## config.mk

```make
export PLATFORM = sky130hd
export DESIGN_NAME = timer_pwm_capture
export DESIGN_NICKNAME = d
export VERILOG_FILES = /design/src/pkg/timer_pwm_pkg.sv /design/src/core/dead_band_delay.sv /design/src/core/timer_pwm_capture.sv
export SDC_FILE = /design/constraint.sdc
export NUM_CORES = 1
export LEC_CHECK = 0
export BUFFER_PORTS_ARGS = -buffer_cell sky130_fd_sc_hd__buf_4
export CAP_MARGIN = 0
export CORE_MARGIN = 4
export CORE_UTILIZATION = 35
export DETAILED_ROUTE_END_ITERATION = 12
export HOLD_SLACK_MARGIN = 0.06
export PLACE_DENSITY = 0.61
export SLEW_MARGIN = 20
export SYNTH_ARGS = -nofsm -noshare
export SYNTH_HDL_FRONTEND = slang
export SYNTH_HIERARCHICAL = 1
export SYNTH_SLANG_ARGS = --single-unit
```

## constraint.sdc

```tcl
create_clock -name clk -period 3.41 [get_ports clk]
set_input_delay 0.341 -clock clk [delete_from_list [all_inputs] [get_ports clk]]
set_output_delay 0.341 -clock clk [all_outputs]
set_load 0.005 [all_outputs]
```

## src/pkg/timer_pwm_pkg.sv

```systemverilog
/*
 Shared constants for the PWM / capture timer: register offsets, field
 positions, reset values and mode codes.
 Assumes an AXI4-Lite slave with 32-bit data and word-aligned registers.
*/
package timer_pwm_pkg;
  // Register byte offsets
  localparam logic [7:0] OFF_CTRL_FIRST  = 8'h00;
  localparam logic [7:0] OFF_CTRL_SECOND = 8'h04;
  localparam logic [7:0] OFF_COUNT       = 8'h08;
  localparam logic [7:0] OFF_RELOAD      = 8'h0C;
  localparam logic [7:0] OFF_PWM         = 8'h10;
  localparam logic [7:0] OFF_DEADBAND    = 8'h14;
  localparam logic [7:0] OFF_STATUS      = 8'h18;

  // First control register fields
  localparam int BIT_ENABLE       = 0;
  localparam int BIT_POLARITY     = 1;
  localparam int BIT_MODE_HI      = 2;
  localparam int POS_INT_SRC      = 4;
  localparam int BIT_CAPTURE_FLAG = 7;
  // Second control register fields
  localparam int POS_MODE   = 0;
  localparam int POS_PRESCL = 8;

  // Mode codes: {high bit, 3-bit field}
  localparam logic [3:0] MODE_PWM_SINGLE = 4'h3;
  localparam logic [3:0] MODE_CAPTURE    = 4'h4;
  localparam logic [3:0] MODE_PWM_DUAL   = 4'h8;

  // Interrupt source select codes
  localparam logic [1:0] INT_SRC_BOTH    = 2'h0;
  localparam logic [1:0] INT_SRC_CAPTURE = 2'h2;
  localparam logic [1:0] INT_SRC_RELOAD  = 2'h3;

  localparam logic [15:0] COUNT_RESTART = 16'h0001;
  localparam logic [15:0] COUNT_RESET   = 16'h0001;
  localparam logic [15:0] RELOAD_RESET  = 16'hFFFF;
  localparam logic [15:0] PWM_RESET     = 16'h0000;
  localparam logic [7:0]  DEADBAND_MAX  = 8'h80;
  localparam logic [1:0]  RESP_OKAY     = 2'b00;
  localparam logic [1:0]  RESP_SLVERR   = 2'b10;
endpackage

```

## src/core/dead_band_delay.sv

```systemverilog
/*
 Delays the rising edge of one output by a programmed number of cycles;
 falling edges pass at once.
 Assumes clk and synchronous active-high rst shared with the timer.
*/
`timescale 1ns/1ps
`default_nettype none
module dead_band_delay #(
  parameter int DW = 8
) (
  input  wire logic          clk,
  input  wire logic          rst,
  input  wire logic          bypass,
  input  wire logic [DW-1:0] delay,
  input  wire logic          levelIn,
  output logic               levelOut
);
  // The wait counter must reach the largest dead band of 128
  if (DW < 8) begin : gBadWidth
    $error("dead_band_delay: counter too narrow");
  end

  logic [DW-1:0] waitCnt_r;

  always_ff @(posedge clk) begin
    if (rst) begin
      waitCnt_r <= '0;
    end else if (!levelIn) begin
      waitCnt_r <= '0;
    end else if (waitCnt_r != delay) begin
      waitCnt_r <= waitCnt_r + 1'b1;
    end
  end

  // Output held low until the wait elapses; a zero delay rises at once
  always_ff @(posedge clk) begin
    if (rst) begin
      levelOut <= 1'b0;
    end else if (bypass) begin
      levelOut <= levelIn;
    end else begin
      levelOut <= levelIn && (waitCnt_r == delay);
    end
  end
endmodule
`default_nettype wire

```

## src/core/timer_pwm_capture.sv

```systemverilog
/*
 Timer with PWM single, PWM dual (with dead band) and capture modes,
 registers on an AXI4-Lite slave.
 Assumes timerIn synchronous to clk; pin muxing outside follows pinIsOutput.
*/
// Operation
// - PWM modes: count up, toggle output when counter equals match value.
// - At reload in PWM modes: interrupt event, counter to 0001H, keep counting.
// - Polarity one: output starts high, low at match, high again at reload.
// - Polarity zero: output starts low, high at match, low again at reload.
// - Loaded start count only shapes first period; later periods start at 0001H.
// - Dual mode drives second pin with the inverse of the primary output.
// - Dual mode delays each rising edge by dead band of 0..128 cycles.
// - Dual mode turns the shared input pin into the complementary output.
// - Mode comes from second-register field plus high bit of first register.
// - Capture mode copies counter into match register on selected edge.
// - Capture event: interrupt event, set capture flag, counter keeps running.
// - Capture mode reload: interrupt event, clear capture flag, keep counting.
// - Interrupt source field selects both, capture only or reload only.
`timescale 1ns/1ps
`default_nettype none
module timer_pwm_capture
  import timer_pwm_pkg::*;
#(
  parameter int CW = 16,
  parameter int PW = 8
) (
  input  wire logic        clk,
  input  wire logic        rst,
  input  wire logic [7:0]  s_axi_awaddr,
  input  wire logic        s_axi_awvalid,
  output logic             s_axi_awready,
  input  wire logic [31:0] s_axi_wdata,
  input  wire logic [3:0]  s_axi_wstrb,
  input  wire logic        s_axi_wvalid,
  output logic             s_axi_wready,
  output logic [1:0]       s_axi_bresp,
  output logic             s_axi_bvalid,
  input  wire logic        s_axi_bready,
  input  wire logic [7:0]  s_axi_araddr,
  input  wire logic        s_axi_arvalid,
  output logic             s_axi_arready,
  output logic [31:0]      s_axi_rdata,
  output logic [1:0]       s_axi_rresp,
  output logic             s_axi_rvalid,
  input  wire logic        s_axi_rready,
  input  wire logic        timerIn,
  output logic             timerOut,
  output logic             timerOutComp,
  output logic             pinIsOutput,
  output logic             timerEvent
);
  if (CW != 16 || PW < 1 || PW > 8) begin : gBadWidth
    $error("timer_pwm_capture: unsupported widths");
  end

  logic          enable_r;
  logic          polarity_r;
  logic          modeHi_r;
  logic [1:0]    intSrc_r;
  logic          capFlag_r;
  logic [2:0]    modeField_r;
  logic [PW-1:0] prescale_r;
  logic [CW-1:0] count_r;
  logic [CW-1:0] reload_r;
  logic [CW-1:0] match_r;
  logic [7:0]    deadBand_r;
  logic [PW-1:0] preCnt_r;
  logic          pwmLevel_r;
  logic          inPrev_r;
  logic          awTaken_r;
  logic          wTaken_r;
  logic [7:0]    awAddr_r;
  logic [31:0]   wData_r;
  logic [3:0]    wStrb_r;
  logic          primaryDly;
  logic          compDly;

  typedef enum logic [2:0] {
    MD_IDLE = 3'b001,
    MD_PWM  = 3'b010,
    MD_CAP  = 3'b100
  } run_t;
  run_t run;

  logic [3:0] modeCode;
  assign modeCode = {modeHi_r, modeField_r};
  logic isDual;
  assign isDual = (modeCode == MODE_PWM_DUAL);

  always_comb begin
    case (modeCode)
      MODE_PWM_SINGLE, MODE_PWM_DUAL: run = MD_PWM;
      MODE_CAPTURE:                   run = MD_CAP;
      default:                        run = MD_IDLE;
    endcase
  end

  // Byte-lane merge used by every writable register except the dead band register, which takes wData_r[7:0] whole
  function automatic logic [31:0] merge(input logic [31:0] old, input logic [31:0] nw,
                                         input logic [3:0] strb);
    logic [31:0] res;
    res = old;
    for (int i = 0; i < 4; i++) begin
      if (strb[i]) res[8*i +: 8] = nw[8*i +: 8];
    end
    return res;
  endfunction

  // Prescaler of value 0 behaves as 1
  logic tick;
  assign tick = enable_r && (run != MD_IDLE) &&
                (preCnt_r + 1'b1 >= prescale_r || prescale_r == '0);

  always_ff @(posedge clk) begin
    if (rst || !enable_r || tick) begin
      preCnt_r <= '0;
    end else begin
      preCnt_r <= preCnt_r + 1'b1;
    end
  end

  logic atReload;
  logic atMatch;
  logic capEdge;
  assign atReload = tick && (count_r == reload_r);
  assign atMatch  = tick && (count_r == match_r) && (run == MD_PWM);
  // Edge chosen by polarity: one selects rising, zero falling
  assign capEdge  = enable_r && (run == MD_CAP) && (inPrev_r != timerIn) &&
                    (timerIn == polarity_r);

  always_ff @(posedge clk) begin
    if (rst) begin
      inPrev_r <= 1'b0;
    end else begin
      inPrev_r <= timerIn;
    end
  end

  // Bus write handshake: address and data in either order
  logic wrFire;
  assign wrFire = awTaken_r && wTaken_r && !s_axi_bvalid;

  always_ff @(posedge clk) begin
    if (rst) begin
      awTaken_r <= 1'b0;
      wTaken_r  <= 1'b0;
      awAddr_r  <= 8'h00;
      wData_r   <= 32'h0000_0000;
      wStrb_r   <= 4'h0;
    end else begin
      if (s_axi_awvalid && s_axi_awready) begin
        awTaken_r <= 1'b1;
        awAddr_r  <= s_axi_awaddr;
      end else if (wrFire) begin
        awTaken_r <= 1'b0;
      end
      if (s_axi_wvalid && s_axi_wready) begin
        wTaken_r <= 1'b1;
        wData_r  <= s_axi_wdata;
        wStrb_r  <= s_axi_wstrb;
      end else if (wrFire) begin
        wTaken_r <= 1'b0;
      end
    end
  end

  assign s_axi_awready = !awTaken_r && !s_axi_bvalid;
  assign s_axi_wready  = !wTaken_r && !s_axi_bvalid;

  logic addrOk;
  assign addrOk = (awAddr_r <= OFF_STATUS) && (awAddr_r[1:0] == 2'b00);

  always_ff @(posedge clk) begin
    if (rst) begin
      s_axi_bvalid <= 1'b0;
      s_axi_bresp  <= RESP_OKAY;
    end else if (wrFire) begin
      s_axi_bvalid <= 1'b1;
      s_axi_bresp  <= addrOk ? RESP_OKAY : RESP_SLVERR;
    end else if (s_axi_bready) begin
      s_axi_bvalid <= 1'b0;
    end
  end

  logic wrCtl0;
  logic wrCtl1;
  logic wrCount;
  logic wrReload;
  logic wrPwm;
  logic wrDead;
  logic [31:0] wMerged;
  assign wrCtl0   = wrFire && awAddr_r == OFF_CTRL_FIRST;
  assign wrCtl1   = wrFire && awAddr_r == OFF_CTRL_SECOND;
  assign wrCount  = wrFire && awAddr_r == OFF_COUNT;
  assign wrReload = wrFire && awAddr_r == OFF_RELOAD;
  assign wrPwm    = wrFire && awAddr_r == OFF_PWM;
  assign wrDead   = wrFire && awAddr_r == OFF_DEADBAND;

  logic [31:0] ctl0Read;
  assign ctl0Read = {24'h00_0000, capFlag_r, 1'b0, intSrc_r, 1'b0, modeHi_r, polarity_r,
                     enable_r};
  assign wMerged = merge(ctl0Read, wData_r, wStrb_r);

  always_ff @(posedge clk) begin
    if (rst) begin
      enable_r   <= 1'b0;
      polarity_r <= 1'b0;
      modeHi_r   <= 1'b0;
      intSrc_r   <= INT_SRC_BOTH;
    end else if (wrCtl0) begin
      enable_r   <= wMerged[BIT_ENABLE];
      polarity_r <= wMerged[BIT_POLARITY];
      modeHi_r   <= wMerged[BIT_MODE_HI];
      intSrc_r   <= wMerged[POS_INT_SRC +: 2];
    end
  end

  logic [31:0] ctl1Merged;
  assign ctl1Merged = merge({16'h0000, 8'(prescale_r), 5'h00, modeField_r}, wData_r, wStrb_r);

  always_ff @(posedge clk) begin
    if (rst) begin
      modeField_r <= 3'h0;
      prescale_r  <= PW'(1);
    end else if (wrCtl1) begin
      modeField_r <= ctl1Merged[POS_MODE +: 3];
      prescale_r  <= ctl1Merged[POS_PRESCL +: PW];
    end
  end

  always_ff @(posedge clk) begin
    if (rst) begin
      deadBand_r <= 8'h00;
      reload_r   <= RELOAD_RESET;
    end else begin
      if (wrDead) begin
        deadBand_r <= (wData_r[7:0] > DEADBAND_MAX) ? DEADBAND_MAX : wData_r[7:0];
      end
      if (wrReload) begin
        reload_r <= 16'(merge({16'h0000, reload_r}, wData_r, wStrb_r));
      end
    end
  end

  // Counter: a software write wins; reload in PWM modes restarts at 0001H
  always_ff @(posedge clk) begin
    if (rst) begin
      count_r <= COUNT_RESET;
    end else if (wrCount) begin
      count_r <= 16'(merge({16'h0000, count_r}, wData_r, wStrb_r));
    end else if (atReload && run == MD_PWM) begin
      count_r <= COUNT_RESTART;
    end else if (tick) begin
      count_r <= count_r + 1'b1;
    end
  end

  // Match register doubles as capture register; capture beats a write
  always_ff @(posedge clk) begin
    if (rst) begin
      match_r <= PWM_RESET;
    end else if (capEdge) begin
      match_r <= count_r;
    end else if (wrPwm) begin
      match_r <= 16'(merge({16'h0000, match_r}, wData_r, wStrb_r));
    end
  end

  // Capture flag: capture sets, reload clears; set wins
  always_ff @(posedge clk) begin
    if (rst) begin
      capFlag_r <= 1'b0;
    end else if (capEdge) begin
      capFlag_r <= 1'b1;
    end else if (atReload && run == MD_CAP) begin
      capFlag_r <= 1'b0;
    end
  end

  // PWM level as "active" phase; polarity chooses output sense
  always_ff @(posedge clk) begin
    if (rst || !enable_r || run != MD_PWM) begin
      pwmLevel_r <= 1'b0;
    end else if (atReload) begin
      pwmLevel_r <= 1'b0;
    end else if (atMatch) begin
      pwmLevel_r <= 1'b1;
    end
  end

  logic primary;
  assign primary = pwmLevel_r ^ polarity_r;

  dead_band_delay #(.DW(8)) u_dly_main (
    .clk      (clk),
    .rst      (rst),
    .bypass   (!isDual),
    .delay    (deadBand_r),
    .levelIn  (primary),
    .levelOut (primaryDly)
  );

  dead_band_delay #(.DW(8)) u_dly_comp (
    .clk      (clk),
    .rst      (rst),
    .bypass   (!isDual),
    .delay    (deadBand_r),
    .levelIn  (!primary),
    .levelOut (compDly)
  );

  always_ff @(posedge clk) begin
    if (rst) begin
      timerOut     <= 1'b0;
      timerOutComp <= 1'b0;
      pinIsOutput  <= 1'b0;
    end else begin
      timerOut     <= primaryDly;
      timerOutComp <= isDual && compDly;
      pinIsOutput  <= isDual;
    end
  end

  // Event pulse filtered by interrupt source select
  logic capOk;
  logic relOk;
  assign capOk = (intSrc_r != INT_SRC_RELOAD);
  assign relOk = (intSrc_r != INT_SRC_CAPTURE);

  always_ff @(posedge clk) begin
    if (rst) begin
      timerEvent <= 1'b0;
    end else begin
      timerEvent <= (capEdge && capOk) || (atReload && run != MD_IDLE && relOk);
    end
  end

  // Read channel
  logic [31:0] rdMux;
  always_comb begin
    case (s_axi_araddr)
      OFF_CTRL_FIRST:  rdMux = ctl0Read;
      OFF_CTRL_SECOND: rdMux = {16'h0000, 8'(prescale_r), 5'h00, modeField_r};
      OFF_COUNT:       rdMux = {16'h0000, count_r};
      OFF_RELOAD:      rdMux = {16'h0000, reload_r};
      OFF_PWM:         rdMux = {16'h0000, match_r};
      OFF_DEADBAND:    rdMux = {24'h00_0000, deadBand_r};
      OFF_STATUS:      rdMux = {29'h0000_0000, pinIsOutput, timerOut, capFlag_r};
      default:         rdMux = 32'h0000_0000;
    endcase
  end

  logic rdOk;
  assign rdOk = (s_axi_araddr <= OFF_STATUS) && (s_axi_araddr[1:0] == 2'b00);
  assign s_axi_arready = !s_axi_rvalid;

  always_ff @(posedge clk) begin
    if (rst) begin
      s_axi_rvalid <= 1'b0;
      s_axi_rdata  <= 32'h0000_0000;
      s_axi_rresp  <= RESP_OKAY;
    end else if (s_axi_arvalid && s_axi_arready) begin
      s_axi_rvalid <= 1'b1;
      s_axi_rdata  <= rdMux;
      s_axi_rresp  <= rdOk ? RESP_OKAY : RESP_SLVERR;
    end else if (s_axi_rready) begin
      s_axi_rvalid <= 1'b0;
    end
  end

  property p_reload_restart;
    @(posedge clk) disable iff (rst)
    (atReload && run == MD_PWM && !wrCount) |=> (count_r == COUNT_RESTART);
  endproperty
  a_reload_restart: assert property (p_reload_restart) else $error("no restart at reload");

  property p_match_active;
    @(posedge clk) disable iff (rst)
    (atMatch && !atReload && enable_r) |=> pwmLevel_r;
  endproperty
  a_match_active: assert property (p_match_active) else $error("match did not toggle");

  property p_pol_high_start;
    @(posedge clk) disable iff (rst)
    (atReload && run == MD_PWM && polarity_r && !wrCtl0) |=> ##2 (timerOut || isDual);
  endproperty
  a_pol_high_start: assert property (p_pol_high_start) else $error("output not high");

  property p_pol_low_start;
    @(posedge clk) disable iff (rst)
    (atReload && run == MD_PWM && !polarity_r && !wrCtl0) |=> ##2 !timerOut;
  endproperty
  a_pol_low_start: assert property (p_pol_low_start) else $error("output not low");

  property p_comp_never_both;
    @(posedge clk) disable iff (rst)
    isDual |-> !(timerOut && timerOutComp);
  endproperty
  a_comp_never_both: assert property (p_comp_never_both) else $error("outputs overlap");

  property p_pin_switch;
    @(posedge clk) disable iff (rst)
    isDual |=> pinIsOutput;
  endproperty
  a_pin_switch: assert property (p_pin_switch) else $error("pin not switched");

  property p_capture_copy;
    @(posedge clk) disable iff (rst)
    capEdge |=> (match_r == $past(count_r)) && capFlag_r;
  endproperty
  a_capture_copy: assert property (p_capture_copy) else $error("capture lost");

  property p_capture_no_restart;
    @(posedge clk) disable iff (rst)
    (capEdge && tick && !wrCount && !atReload) |=> count_r == $past(count_r) + 16'h0001;
  endproperty
  a_capture_no_restart: assert property (p_capture_no_restart) else $error("restarted");

  property p_cap_reload_clear;
    @(posedge clk) disable iff (rst)
    (atReload && run == MD_CAP && !capEdge) |=> !capFlag_r;
  endproperty
  a_cap_reload_clear: assert property (p_cap_reload_clear) else $error("flag kept");

  property p_src_capture_only;
    @(posedge clk) disable iff (rst)
    (intSrc_r == INT_SRC_CAPTURE && !capEdge && !wrCtl0) |=> !timerEvent;
  endproperty
  a_src_capture_only: assert property (p_src_capture_only) else $error("wrong source");
endmodule
`default_nettype wire

```

## Yosys cells after proc, flatten, opt, wreduce, memory -nomap -nowiden

Cells that the tools add are included.

| storage, ports and cells | value |
|---|---|
| bits in registers | 171 |
| word-level logic and storage cells | 167 |

| operators by class | value |
|---|---|
| mux-type cells | 23 |
| add/sub/neg operators | 4 |
| bitwise operators | 2 |
| eq/ne operators | 30 |
| magnitude comparators | 4 |
| reduce and logical (&&, ||, !) cells | 69 |

Operators with widths:

| kind | count |
|---|---|
| 16-bit case mux with 7 select lines | 1 |
| 16-bit 2-to-1 mux | 5 |
| 8-bit by 5-bit equality test with 1-bit output (second input constant) | 5 |
| 16-bit equality test | 2 |
| 8-bit by 4-bit equality test with 1-bit output (second input constant) | 4 |
| 1-bit logical AND | 31 |
| 8-bit by 1-bit adder with 8-bit output (second input constant) | 3 |
| 8-bit zero test | 3 |
| 8-bit 2-to-1 mux | 3 |
| 2-bit AND reduction | 9 |
| 16-bit by 1-bit adder with 16-bit output (second input constant) | 1 |
| 8-bit by 3-bit equality test with 1-bit output (second input constant) | 2 |
| 8-bit equality test | 2 |
| 8-bit by 5-bit <= comparator with 1-bit output (second input constant) | 2 |
| 8-bit != test | 2 |
| 2-bit nonzero test | 8 |
| 1-bit 2-to-1 mux | 11 |
| 8-bit greater-or-equal comparator | 1 |
| 8-bit > comparator (second input constant) | 1 |
| 2-bit != test (second input constant) | 4 |
| 2-bit OR reduction | 4 |
| 1-bit zero test | 6 |
| 3-bit case mux with 2 select lines | 1 |
| 1-bit logical OR | 5 |
| other kinds (14) | 16 |

## Logic depth before layout (Yosys ltp)

Gate-level depths: netlist (run 1).

| logic depth | value |
|---|---|
| depth after elaboration | 10 |
| depth in mapped cells | 14 |
| gate-level depth less buffers | 12 |

## By module

The synthesis (run 1) kept the hierarchy.

By module, submodules not included:

| module | cells each | area an instance (um^2) | seq. area each (um^2) | instances |
|---|---|---|---|---|
| timer_pwm_capture | 841 | 6,744.0 | 2,702.6 | 1 |
| dead_band_delay | 56 | 481.7 | 180.2 | 2 |

## Worst setup path after synthesis (run 1)

Ideal clock, no wire load.

| path | value |
|---|---|
| path kind | register to register |
| start | register preCnt_r[0] |
| end | register count_r[6] |
| path slack | 0.496 ns |
| stages on the path, launching flop included | 15 |
| period minus slack after synthesis | 2.914 ns |
| path buffers | 2 |
| setup time | 0.092 ns |
| data arrival time | 2.821 ns |
| required time | 3.318 ns |
| cell sequence | dfxtp_1 ha_1 nand3_1 nor2_1 xor2_1 ha_1 a21oi_1 nand2_1 a221o_1 or2_2 clkbuf_1 a22oi_1 buf_2 a21oi_1 o32ai_1 |

| on the way | value |
|---|---|
| cells in the longest elaborated chain, start to end | 8 |

Ends and longest elaborated chain:

| item | RTL line | text |
|---|---|---|
| from (decl) | timer_pwm_capture.sv:68 | `logic [PW-1:0] preCnt_r;` |
| from (signal assigned) | timer_pwm_capture.sv:119 | `preCnt_r <= preCnt_r + 1'b1;` |
| 8-bit by 1-bit adder with 8-bit output (*) | timer_pwm_capture.sv:113 | `(preCnt_r + 1'b1 >= prescale_r \|\| prescale_r == '0);` |
| 8-bit greater-or-equal comparator (*) | timer_pwm_capture.sv:113 |  |
| 1-bit logical OR (*) | timer_pwm_capture.sv:113 |  |
| 1-bit logical AND (*) | timer_pwm_capture.sv:112 | `assign tick = enable_r && (run != MD_IDLE) &&` |
| 1-bit logical AND | timer_pwm_capture.sv:126 | `assign atReload = tick && (count_r == reload_r);` |
| 1-bit logical AND | timer_pwm_capture.sv:252 | `end else if (atReload && run == MD_PWM) begin` |
| 3-bit nonzero test (no line) or 16-bit 2-to-1 mux (tied branches) | -- |  |
| 2-bit AND reduction (no line) or 16-bit 2-to-1 mux (tied branches) | -- |  |
| to (signal assigned) | timer_pwm_capture.sv:251 | `count_r <= 16'(merge({16'h0000, count_r}, wData_r, wStrb_r));` |
| to (signal assigned) | timer_pwm_capture.sv:255 | `count_r <= count_r + 1'b1;` |
| to (decl) | timer_pwm_capture.sv:64 | `logic [CW-1:0] count_r;` |

Every way passes the cells marked *; elsewhere a longest branch is shown, timed or not.
A chain may end at the register's enable or synchronous reset.

## Worst setup path after layout (run 1)

| path | value |
|---|---|
| start | register preCnt_r[0] |
| end | register count_r[4] |

The elaborated chain is that of the path after synthesis.

==> results.toml, run 1 <==
[status]
status = "completed"

[worst_setup_path]
rr_worst_depth = 14
r2r_slack_ps = 240
max_stage_delay_ps = 390
cp_cell_sequence = "ha_1 -> nand3_1 -> nor2_1 -> xor2_1 -> ha_1 -> a21oi_1 -> nand2_1 -> a221o_1 -> o2111a_1 -> buf_4 -> nor2_1 -> buf_4 -> a21oi_1 -> o32ai_1"
required_ps = 3740
startpoint_type = "register"
worstSetupPathType = "register to register"
slowest_stage = "a221o_1"
arrival_ps = 3500
crit_buf_inv = 2
cp_max_fo = 13
cp-end-kind = "register"
critical_path.top_delay_family = "compound AO/OA/AOI/OAI gates"
r2r_start = "preCnt_r[0]"
r2r_end = "count_r[4]"

[synth]
synth_cell_types = 68
synth_flop_cell = "dfxtp_1"
async_reset_ff_share_pct = 0
yosysMostFrequentCell = "dfxtp_1"
yosysSeqAreaShare_pct = 39.7
netlist_top_cells_count = "dfxtp_1 (153), nand2_1 (126), a21oi_1 (116)"
yosys.area.top_type = "dfxtp_1"
synth.ff_latch_count = 153
synth_top_cell_area_share_pct = 39.7
yosysWarningCount = 6
synthCells = 953
synth_edf_count = 0
syn-mean-instance-area_um2 = 8.09
synth_area_leaders = "dfxtp_1 (40%), a21oi_1 (7.5%), nand2_1 (6.1%), nor2_1 (5.4%), xnor2_1 (4.4%)"
synthesis.area_um2 = 7710

[finish]
fin_util_pct = 41.3
antennaDiodeCount = 0
drive_gt1_share_pct = 14.1
fillers = 2229
area_growth_syn_to_layout_pct = 16.6
design_area_um2 = 8980
finalNonFillerCells = 1293
layout.nets = 1074

[clock_network]
numCtsBuffers = 17
cts_tree = "built"
clk-insertion-delay-late_ps = 430
cts_setup_buffers = 0
ctsResizeCount = 0
cts_sinks = 153
cts_buffer_depth = 2
clockRootBuffer = "clkbuf_16"
path_clk_slew_ps = 60
h-tree-depth = 4
cts_hold_buf = 0

[power_and_ir_drop]
static-leakage-power_nw = 3.36
p_per_area_nw_per_um2 = 441
power_mw = 3.96
peakVddDrop_uv = 333

[sta]
period_minus_slack_ps = 3170
finalCritPeriodShare_pct = 93.0
fin_hold_ws_ps = 88.3
skew_ps = 8.72
fin_tns_setup_ps = 0
rsz0062_at_grt = "no"
relSlewSlack_pct = 51.7
finalMaxSlewViolations = 0
hold_viol_final = 0
fmax_mhz = 315
tightest_slew_ps = 725
setup_ws_ps = 239
finalSetupViolations = 0

[route]
first_iter_violations = 732
route.vias.total = 6872
drc_errors = 0
postRouteAntennaNets = 0
via_per_inst = 5.31
wl_per_cell_um = 17.0
first_pass_iters = 7
routed_wl_mm = 22.0

[job]
drv_cap = 0

[placed_design]
place_area_um2 = 8420
dpl.hpwl_mm = 15.7
place.gp.congestion = 0.833
dpl_worst_slack_ps = 262
place_inst = 1263
port_buffers = 68

[floorplan]
rows = 54
num_io_pins = 105
die_h_um = 156
dieArea_um2 = 24500
core_area_um2 = 21800
die_w_um = 156
initial_core_util_pct = 35.4

[worst_hold_path]
hp-start = "s_axi_rready"
holdPathStages = 2
min_path_type = "primary input to register"
holdPathEnd = "s_axi_rvalid"

[global_routing]
grt_max_degree = 46
grt_use_total_pct = 18.0
grt_overflow = 0
antenna_found_initial = 0
grt_pass1_vias = 6408
grt_pass1_wl_mm = 35.0
[area by class of cell]
type	instances	area, µm²	share of cell area [%]
Tap cell	280	350	3.90
Inverter	25	93.8	1.04
Sequential cell	153	3060	34.1
Clock buffer	19	443	4.93
Multi-Input combinational cell	712	4210	46.9
Timing Repair Buffer	93	698	7.77
Clock inverter	11	125	1.39
[layout by cell type (no fill, tap or decap), drive strengths merged, types with 10 or more instances in the layout]
master  instances
nor3           10
nand4          12
a21oi         116
xor2           22
nor3b          11
buf            93
dfxtp         153
clkbuf         19
ha             12
nor2          111
conb           18
nand3          31
nand2         127
inv            25
xnor2          39
a22oi          35
nor4           13
mux2i          33
nor2b          10
o21ai          20
[power breakdown]
part	switching (mW)	internal [mW]	leakage, nW
clock	0.769	1.09	0.263
sequential	0.0589	1.82	1.24
combinational	0.128	0.0957	1.86
total	0.955	3.00	3.36
[kinds of logic (layout without fill, tap and decap cells)]
kind of cell / after synthesis / in the layout / synth area share, %
muxes: 33 / 33 / 4.29
buffers and inverters: 105 / 148 / 6.59
xor gates and xnor gates: 61 / 61 / 6.93
adders and majority gates: 12 / 12 / 1.95
and+or+nand+nor: 375 / 375 / 23.7
DFF: 153 / 153 / 39.7
AOI/OAI and AO/OA: 213 / 213 / 16.7
other: 1 / 18 / 0.0487
[registers in the layout, summed over array words and instances (netlist names), 2 cells and up]
| name | flops |
|---|---|
| wStrb_r | 2 |
| count_r | 16 |
| match_r | 16 |
| s_axi_rdata | 16 |
| prescale_r | 8 |
| wData_r | 16 |
| u_dly_main/waitCnt_r | 8 |
| deadBand_r | 8 |
| u_dly_comp/waitCnt_r | 8 |
| preCnt_r | 8 |
| modeField_r | 3 |
| intSrc_r | 2 |
| reload_r | 16 |
| awAddr_r | 8 |
[worst max path at each step]
stage | startpoint | to | slack [ps] | cells past startpoint
finish | preCnt_r[0] | count_r[4] | 240 | 14
detailed placement | preCnt_r[0] | count_r[2] | 260 | 12
global route | preCnt_r[0] | count_r[4] | 40 | 14
floorplan | preCnt_r[0] | count_r[6] | 500 | 14
global placement | preCnt_r[0] | count_r[2] | 260 | 12
CTS | preCnt_r[0] | count_r[2] | 240 | 12
[metal layers]
layer | GRT usage [%] | up-vias | routed length [µm]
li1 | - | 3384 | -
met3 | 3.32 | 33 | 1600
met2 | 25.0 | 238 | 9010
met4 | 6.32 | 0 | 479
met1 | 27.8 | 3217 | 10900
met5 | 0 | - | 0
[worst reg2reg max path: cells and delay by family (launching register included)]
kind                     cells  cell delay (ps)
adder cells (fa/ha/maj)      2              490
flip-flops                   1              380
XOR/XNOR                     1              180
AO/OA/AOI/OAI                5             1160
buffers and inverters        2              410
AND/OR/NAND/NOR              4              460
Note: power is estimated with default switching activity, not from simulation.
==> inputs of run 2 (changes only) <==
Settings changed: CORE_UTILIZATION 35 to 30, PLACE_DENSITY 0.61 to 0.55.
==> results.toml, run 2 (same netlist as run 1, synthesis figures left out) <==
[worst_setup_path]
arrival_ps = 3470
cp_cell_sequence = "ha_1 -> nand3_1 -> nor2_2 -> xor2_1 -> ha_1 -> a21oi_1 -> nand2_1 -> a221o_1 -> o2111a_1 -> or4b_2 -> a21o_1 -> a21oi_1"
required_ps = 3760
rr_worst_depth = 12
cp.depth = 12
cp-end-kind = "register"
cp_max_fo = 5
crit_buf_inv = 0
max_stage_delay_ps = 600
startpoint_type = "register"
worstSetupPathType = "register to register"
critical_path.top_delay_family = "compound AO/OA/AOI/OAI gates"
slowest_stage = "or4b_2"

[clock_network]
cts_buffer_depth = 2
cts_sinks = 153
numCtsBuffers = 17
cts_hold_buf = 0
cts_tree = "built"
clk-insertion-delay-late_ps = 420
h-tree-depth = 4
path_clk_slew_ps = 60
clockRootBuffer = "clkbuf_16"

[sta]
rsz0062_at_grt = "no"
fin_tns_setup_ps = 0
setup_ws_ps = 287
finalCritPeriodShare_pct = 91.6
finalMaxSlewViolations = 0
relSlewSlack_pct = 50.4
finalSetupViolations = 0
skew_ps = 9.19
period_minus_slack_ps = 3120
fmax_mhz = 320
tightest_slew_ps = 744
hold_viol_final = 0

[route]
first_pass_iters = 5
first_iter_violations = 595
wl_per_cell_um = 17.0
drc_errors = 0
postRouteAntennaNets = 0
via_per_inst = 5.08
routed_wl_mm = 22.8
route.vias.total = 6808

[floorplan]
die_w_um = 168
num_io_pins = 105
die_h_um = 168
initial_core_util_pct = 30.5
rows = 58
core_area_um2 = 25300
dieArea_um2 = 28300

[worst_hold_path]
holdPathStages = 2
min_path_type = "primary input to register"

[placed_design]
dpl.hpwl_mm = 16.4
port_buffers = 68
place_area_um2 = 8470
dpl_worst_slack_ps = 244
place.gp.congestion = 0.858

[job]
drv_cap = 0

[finish]
antennaDiodeCount = 0
fillers = 2652
final_cell_mix = "dfxtp_1 (152), nand2_1 (126), a21oi_1 (116), nor2_1 (109), buf_4 (91)"
drive_gt1_share_pct = 14.1
area_growth_syn_to_layout_pct = 17.5
design_area_um2 = 9060
fin_util_pct = 35.9
multiInputGateArea_um2 = 4210
register_area_um2 = 3060
layout_commonest_cell = "dfxtp_1"
layout.nets = 1073

[power_and_ir_drop]
static-leakage-power_nw = 3.38
peakVddDrop_uv = 220
p_per_area_nw_per_um2 = 444

[global_routing]
grt_pass1_wl_mm = 35.5
grt_pass1_vias = 6244
antenna_found_initial = 0
grt_max_degree = 51
grt_use_total_pct = 15.8
grt_overflow = 0

[status]
status = "completed"
==> run 2: cell count changes in the layout (fill, tap and decap cells not counted) <==
cell | before | now
clkinvlp_4 | 5 | 2
buf_4 | 93 | 91
clkinv_2 | 2 | 4
buf_6 | 0 | 1
bufinv_16 | 2 | 3
clkbuf_8 | 1 | 2
clkinv_4 | 1 | 0
dfxtp_1 | 153 | 152
dfxtp_2 | 0 | 1
inv_6 | 1 | 0
nor2_1 | 110 | 109
nor2_2 | 0 | 1
==> run 2: area by class of cell <==
cell class | instances | share of cell area (%)
tap | 330 | 4.56
clock buffer | 20 | 5.04
timing repair buffer | 92 | 7.66
clock inverter | 9 | 1.38
multi-input combinational | 712 | 46.5
inverter | 25 | 1.04
sequential | 153 | 33.8
==> run 2: final timing paths <==
check                                         start           end  slack [ps]
worst min-delay path                   s_axi_rready  s_axi_rvalid          90
worst max-delay path                    preCnt_r[0]    count_r[2]         290
worst min register to register  u_dly_comp/levelOut  timerOutComp         430
worst max register to register          preCnt_r[0]    count_r[2]         290
==> run 2: per-stage QoR <==
step	hold WS [ps]	power [mW]	instances
floorplan	406	2.06	970
global placement	413	2.14	1312
detailed placement	421	2.14	1312
CTS	75.3	4.06	1341
global route	74.0	4.17	1341
finish	94.9	4.03	1341
==> run 2: routing by layer <==
layer  wire (µm)  global-route usage, %  vias to the layer above  share of wire [%]
met5           0                      0                        -                  0
met4         351                   4.34                        0                1.5
met3        1690                   3.55                       23                7.4
met2        9400                   22.0                      239                 41
met1       11400                   24.1                     3169                 50
li1            -                      -                     3377                  -
==> run 2: power by group <==
part           switching, mW  total, mW  internal, mW
combinational          0.128      0.224        0.0959
sequential            0.0592       1.88          1.82
clock                  0.749       1.92          1.17
==> run 2: timing repair <==
item / 4_1_cts / 5_1_grt
resized for setup: 0 / 3
buffers inserted: 0 / 0
endpoints found under the setup margin: 0 / 10
==> inputs of run 3 (changes only) <==
Settings changed: HOLD_SLACK_MARGIN 0.06 to 0.02, REMOVE_ABC_BUFFERS set to 1.
==> results.toml, run 3 (same netlist as run 1, synthesis figures left out) <==
[placed_design]
place_area_um2 = 8490
dpl.hpwl_mm = 16.3
place_inst = 1314
port_buffers = 68
dpl_worst_slack_ps = 104
place.gp.congestion = 0.867

[sta]
finalSetupViolations = 0
fin_hold_ws_ps = 92.9
setup_ws_ps = 222
rsz0062_at_grt = "no"
skew_ps = 8.99
finalMaxSlewViolations = 0
finalCritPeriodShare_pct = 93.5
hold_viol_final = 0
fin_tns_setup_ps = 0
tightest_slew_ps = 713
period_minus_slack_ps = 3190
fmax_mhz = 314
relSlewSlack_pct = 52.5

[clock_network]
numCtsBuffers = 17
cts_sinks = 153
cts_tree = "built"
cts_setup_buffers = 0
cts_hold_buf = 0
path_clk_slew_ps = 70
cts_buffer_depth = 2
clockRootBuffer = "clkbuf_16"
clk-insertion-delay-late_ps = 430
h-tree-depth = 4

[power_and_ir_drop]
p_per_area_nw_per_um2 = 448
power_mw = 4.09
peakVddDrop_uv = 229
static-leakage-power_nw = 3.41

[finish]
area_growth_syn_to_layout_pct = 18.2
design_area_um2 = 9110
antennaDiodeCount = 0
drive_gt1_share_pct = 14.7
layout_commonest_cell = "dfxtp_1"
layout.nets = 1075
final_cell_mix = "dfxtp_1 (152), nand2_1 (126), a21oi_1 (116), nor2_1 (109), buf_4 (93)"
finalNonFillerCells = 1346
fin_util_pct = 36.1

[status]
status = "completed"

[global_routing]
grt_pass1_wl_mm = 36.0
grt_max_degree = 58
antenna_found_initial = 0
grt_use_total_pct = 16.0
grt_pass1_vias = 6295
grt_overflow = 0

[route]
first_pass_iters = 6
routed_wl_mm = 22.6
via_per_inst = 5.06
first_iter_violations = 511
route.vias.total = 6812
wl_per_cell_um = 16.8
postRouteAntennaNets = 0
drc_errors = 0

[worst_setup_path]
cp-end-kind = "register"
max_stage_delay_ps = 380
required_ps = 3720
startpoint_type = "register"
worstSetupPathType = "register to register"
arrival_ps = 3500
cp_cell_sequence = "ha_1 -> nand3_1 -> nor2_1 -> xor2_1 -> ha_1 -> a21oi_1 -> nand2_1 -> a221o_1 -> o2111a_1 -> buf_4 -> nor2_2 -> buf_6 -> a21oi_1 -> o32ai_1"
cp_max_fo = 13
slowest_stage = "a221o_1"

[job]
drv_cap = 0

[floorplan]
core_area_um2 = 25300
rows = 58
dieArea_um2 = 28300
initial_core_util_pct = 30.5
num_io_pins = 105
die_w_um = 168
die_h_um = 168

[worst_hold_path]
min_path_type = "primary input to register"
[run 3: area by class of cell]
class	count	area, µm²
Clock buffer	19	453
Clock inverter	13	168
Fill cell	2669	16100
Inverter	25	93.8
Multi-Input combinational cell	712	4210
Sequential cell	153	3060
Tap cell	330	413
Timing Repair Buffer	94	709
[run 3: metal layers]
metal	track usage, %	vias to the layer above	wire length [µm]
met4	4.48	0	394
li1	-	3391	-
met1	24.3	3178	11400
met2	22.5	218	9470
met5	0	-	0
met3	3.40	25	1360
[run 3: final timing paths]
kind              depth (start not counted)  slack, ps           end                start
setup / recovery                         14        220    count_r[5]          preCnt_r[0]
hold / removal                            2         90  s_axi_rvalid         s_axi_rready
setup reg to reg                         14        220    count_r[5]          preCnt_r[0]
hold reg to reg                           1        440      timerOut  u_dly_main/levelOut
[run 3: where the power goes]
part / switching [mW] / leakage [nW] / internal [mW]
sequential: 0.0577 / 1.24 / 1.82
clock: 0.787 / 0.300 / 1.20
combinational: 0.129 / 1.87 / 0.0964
[run 3: what timing repair did]
action                     CTS  global route
resized for setup            0             3
setup endpoints to repair    0            10
hold endpoints to repair     0             0
[run 3: critical path: cells and delay by family, from the launching register on]
kind	cells	cell delay [ps]
xor gates and xnor gates	1	200
and+or+nand+nor	4	470
adders and majority gates	2	470
DFF	1	360
buffers and inverters	2	380
AOI/OAI and AO/OA	5	1190
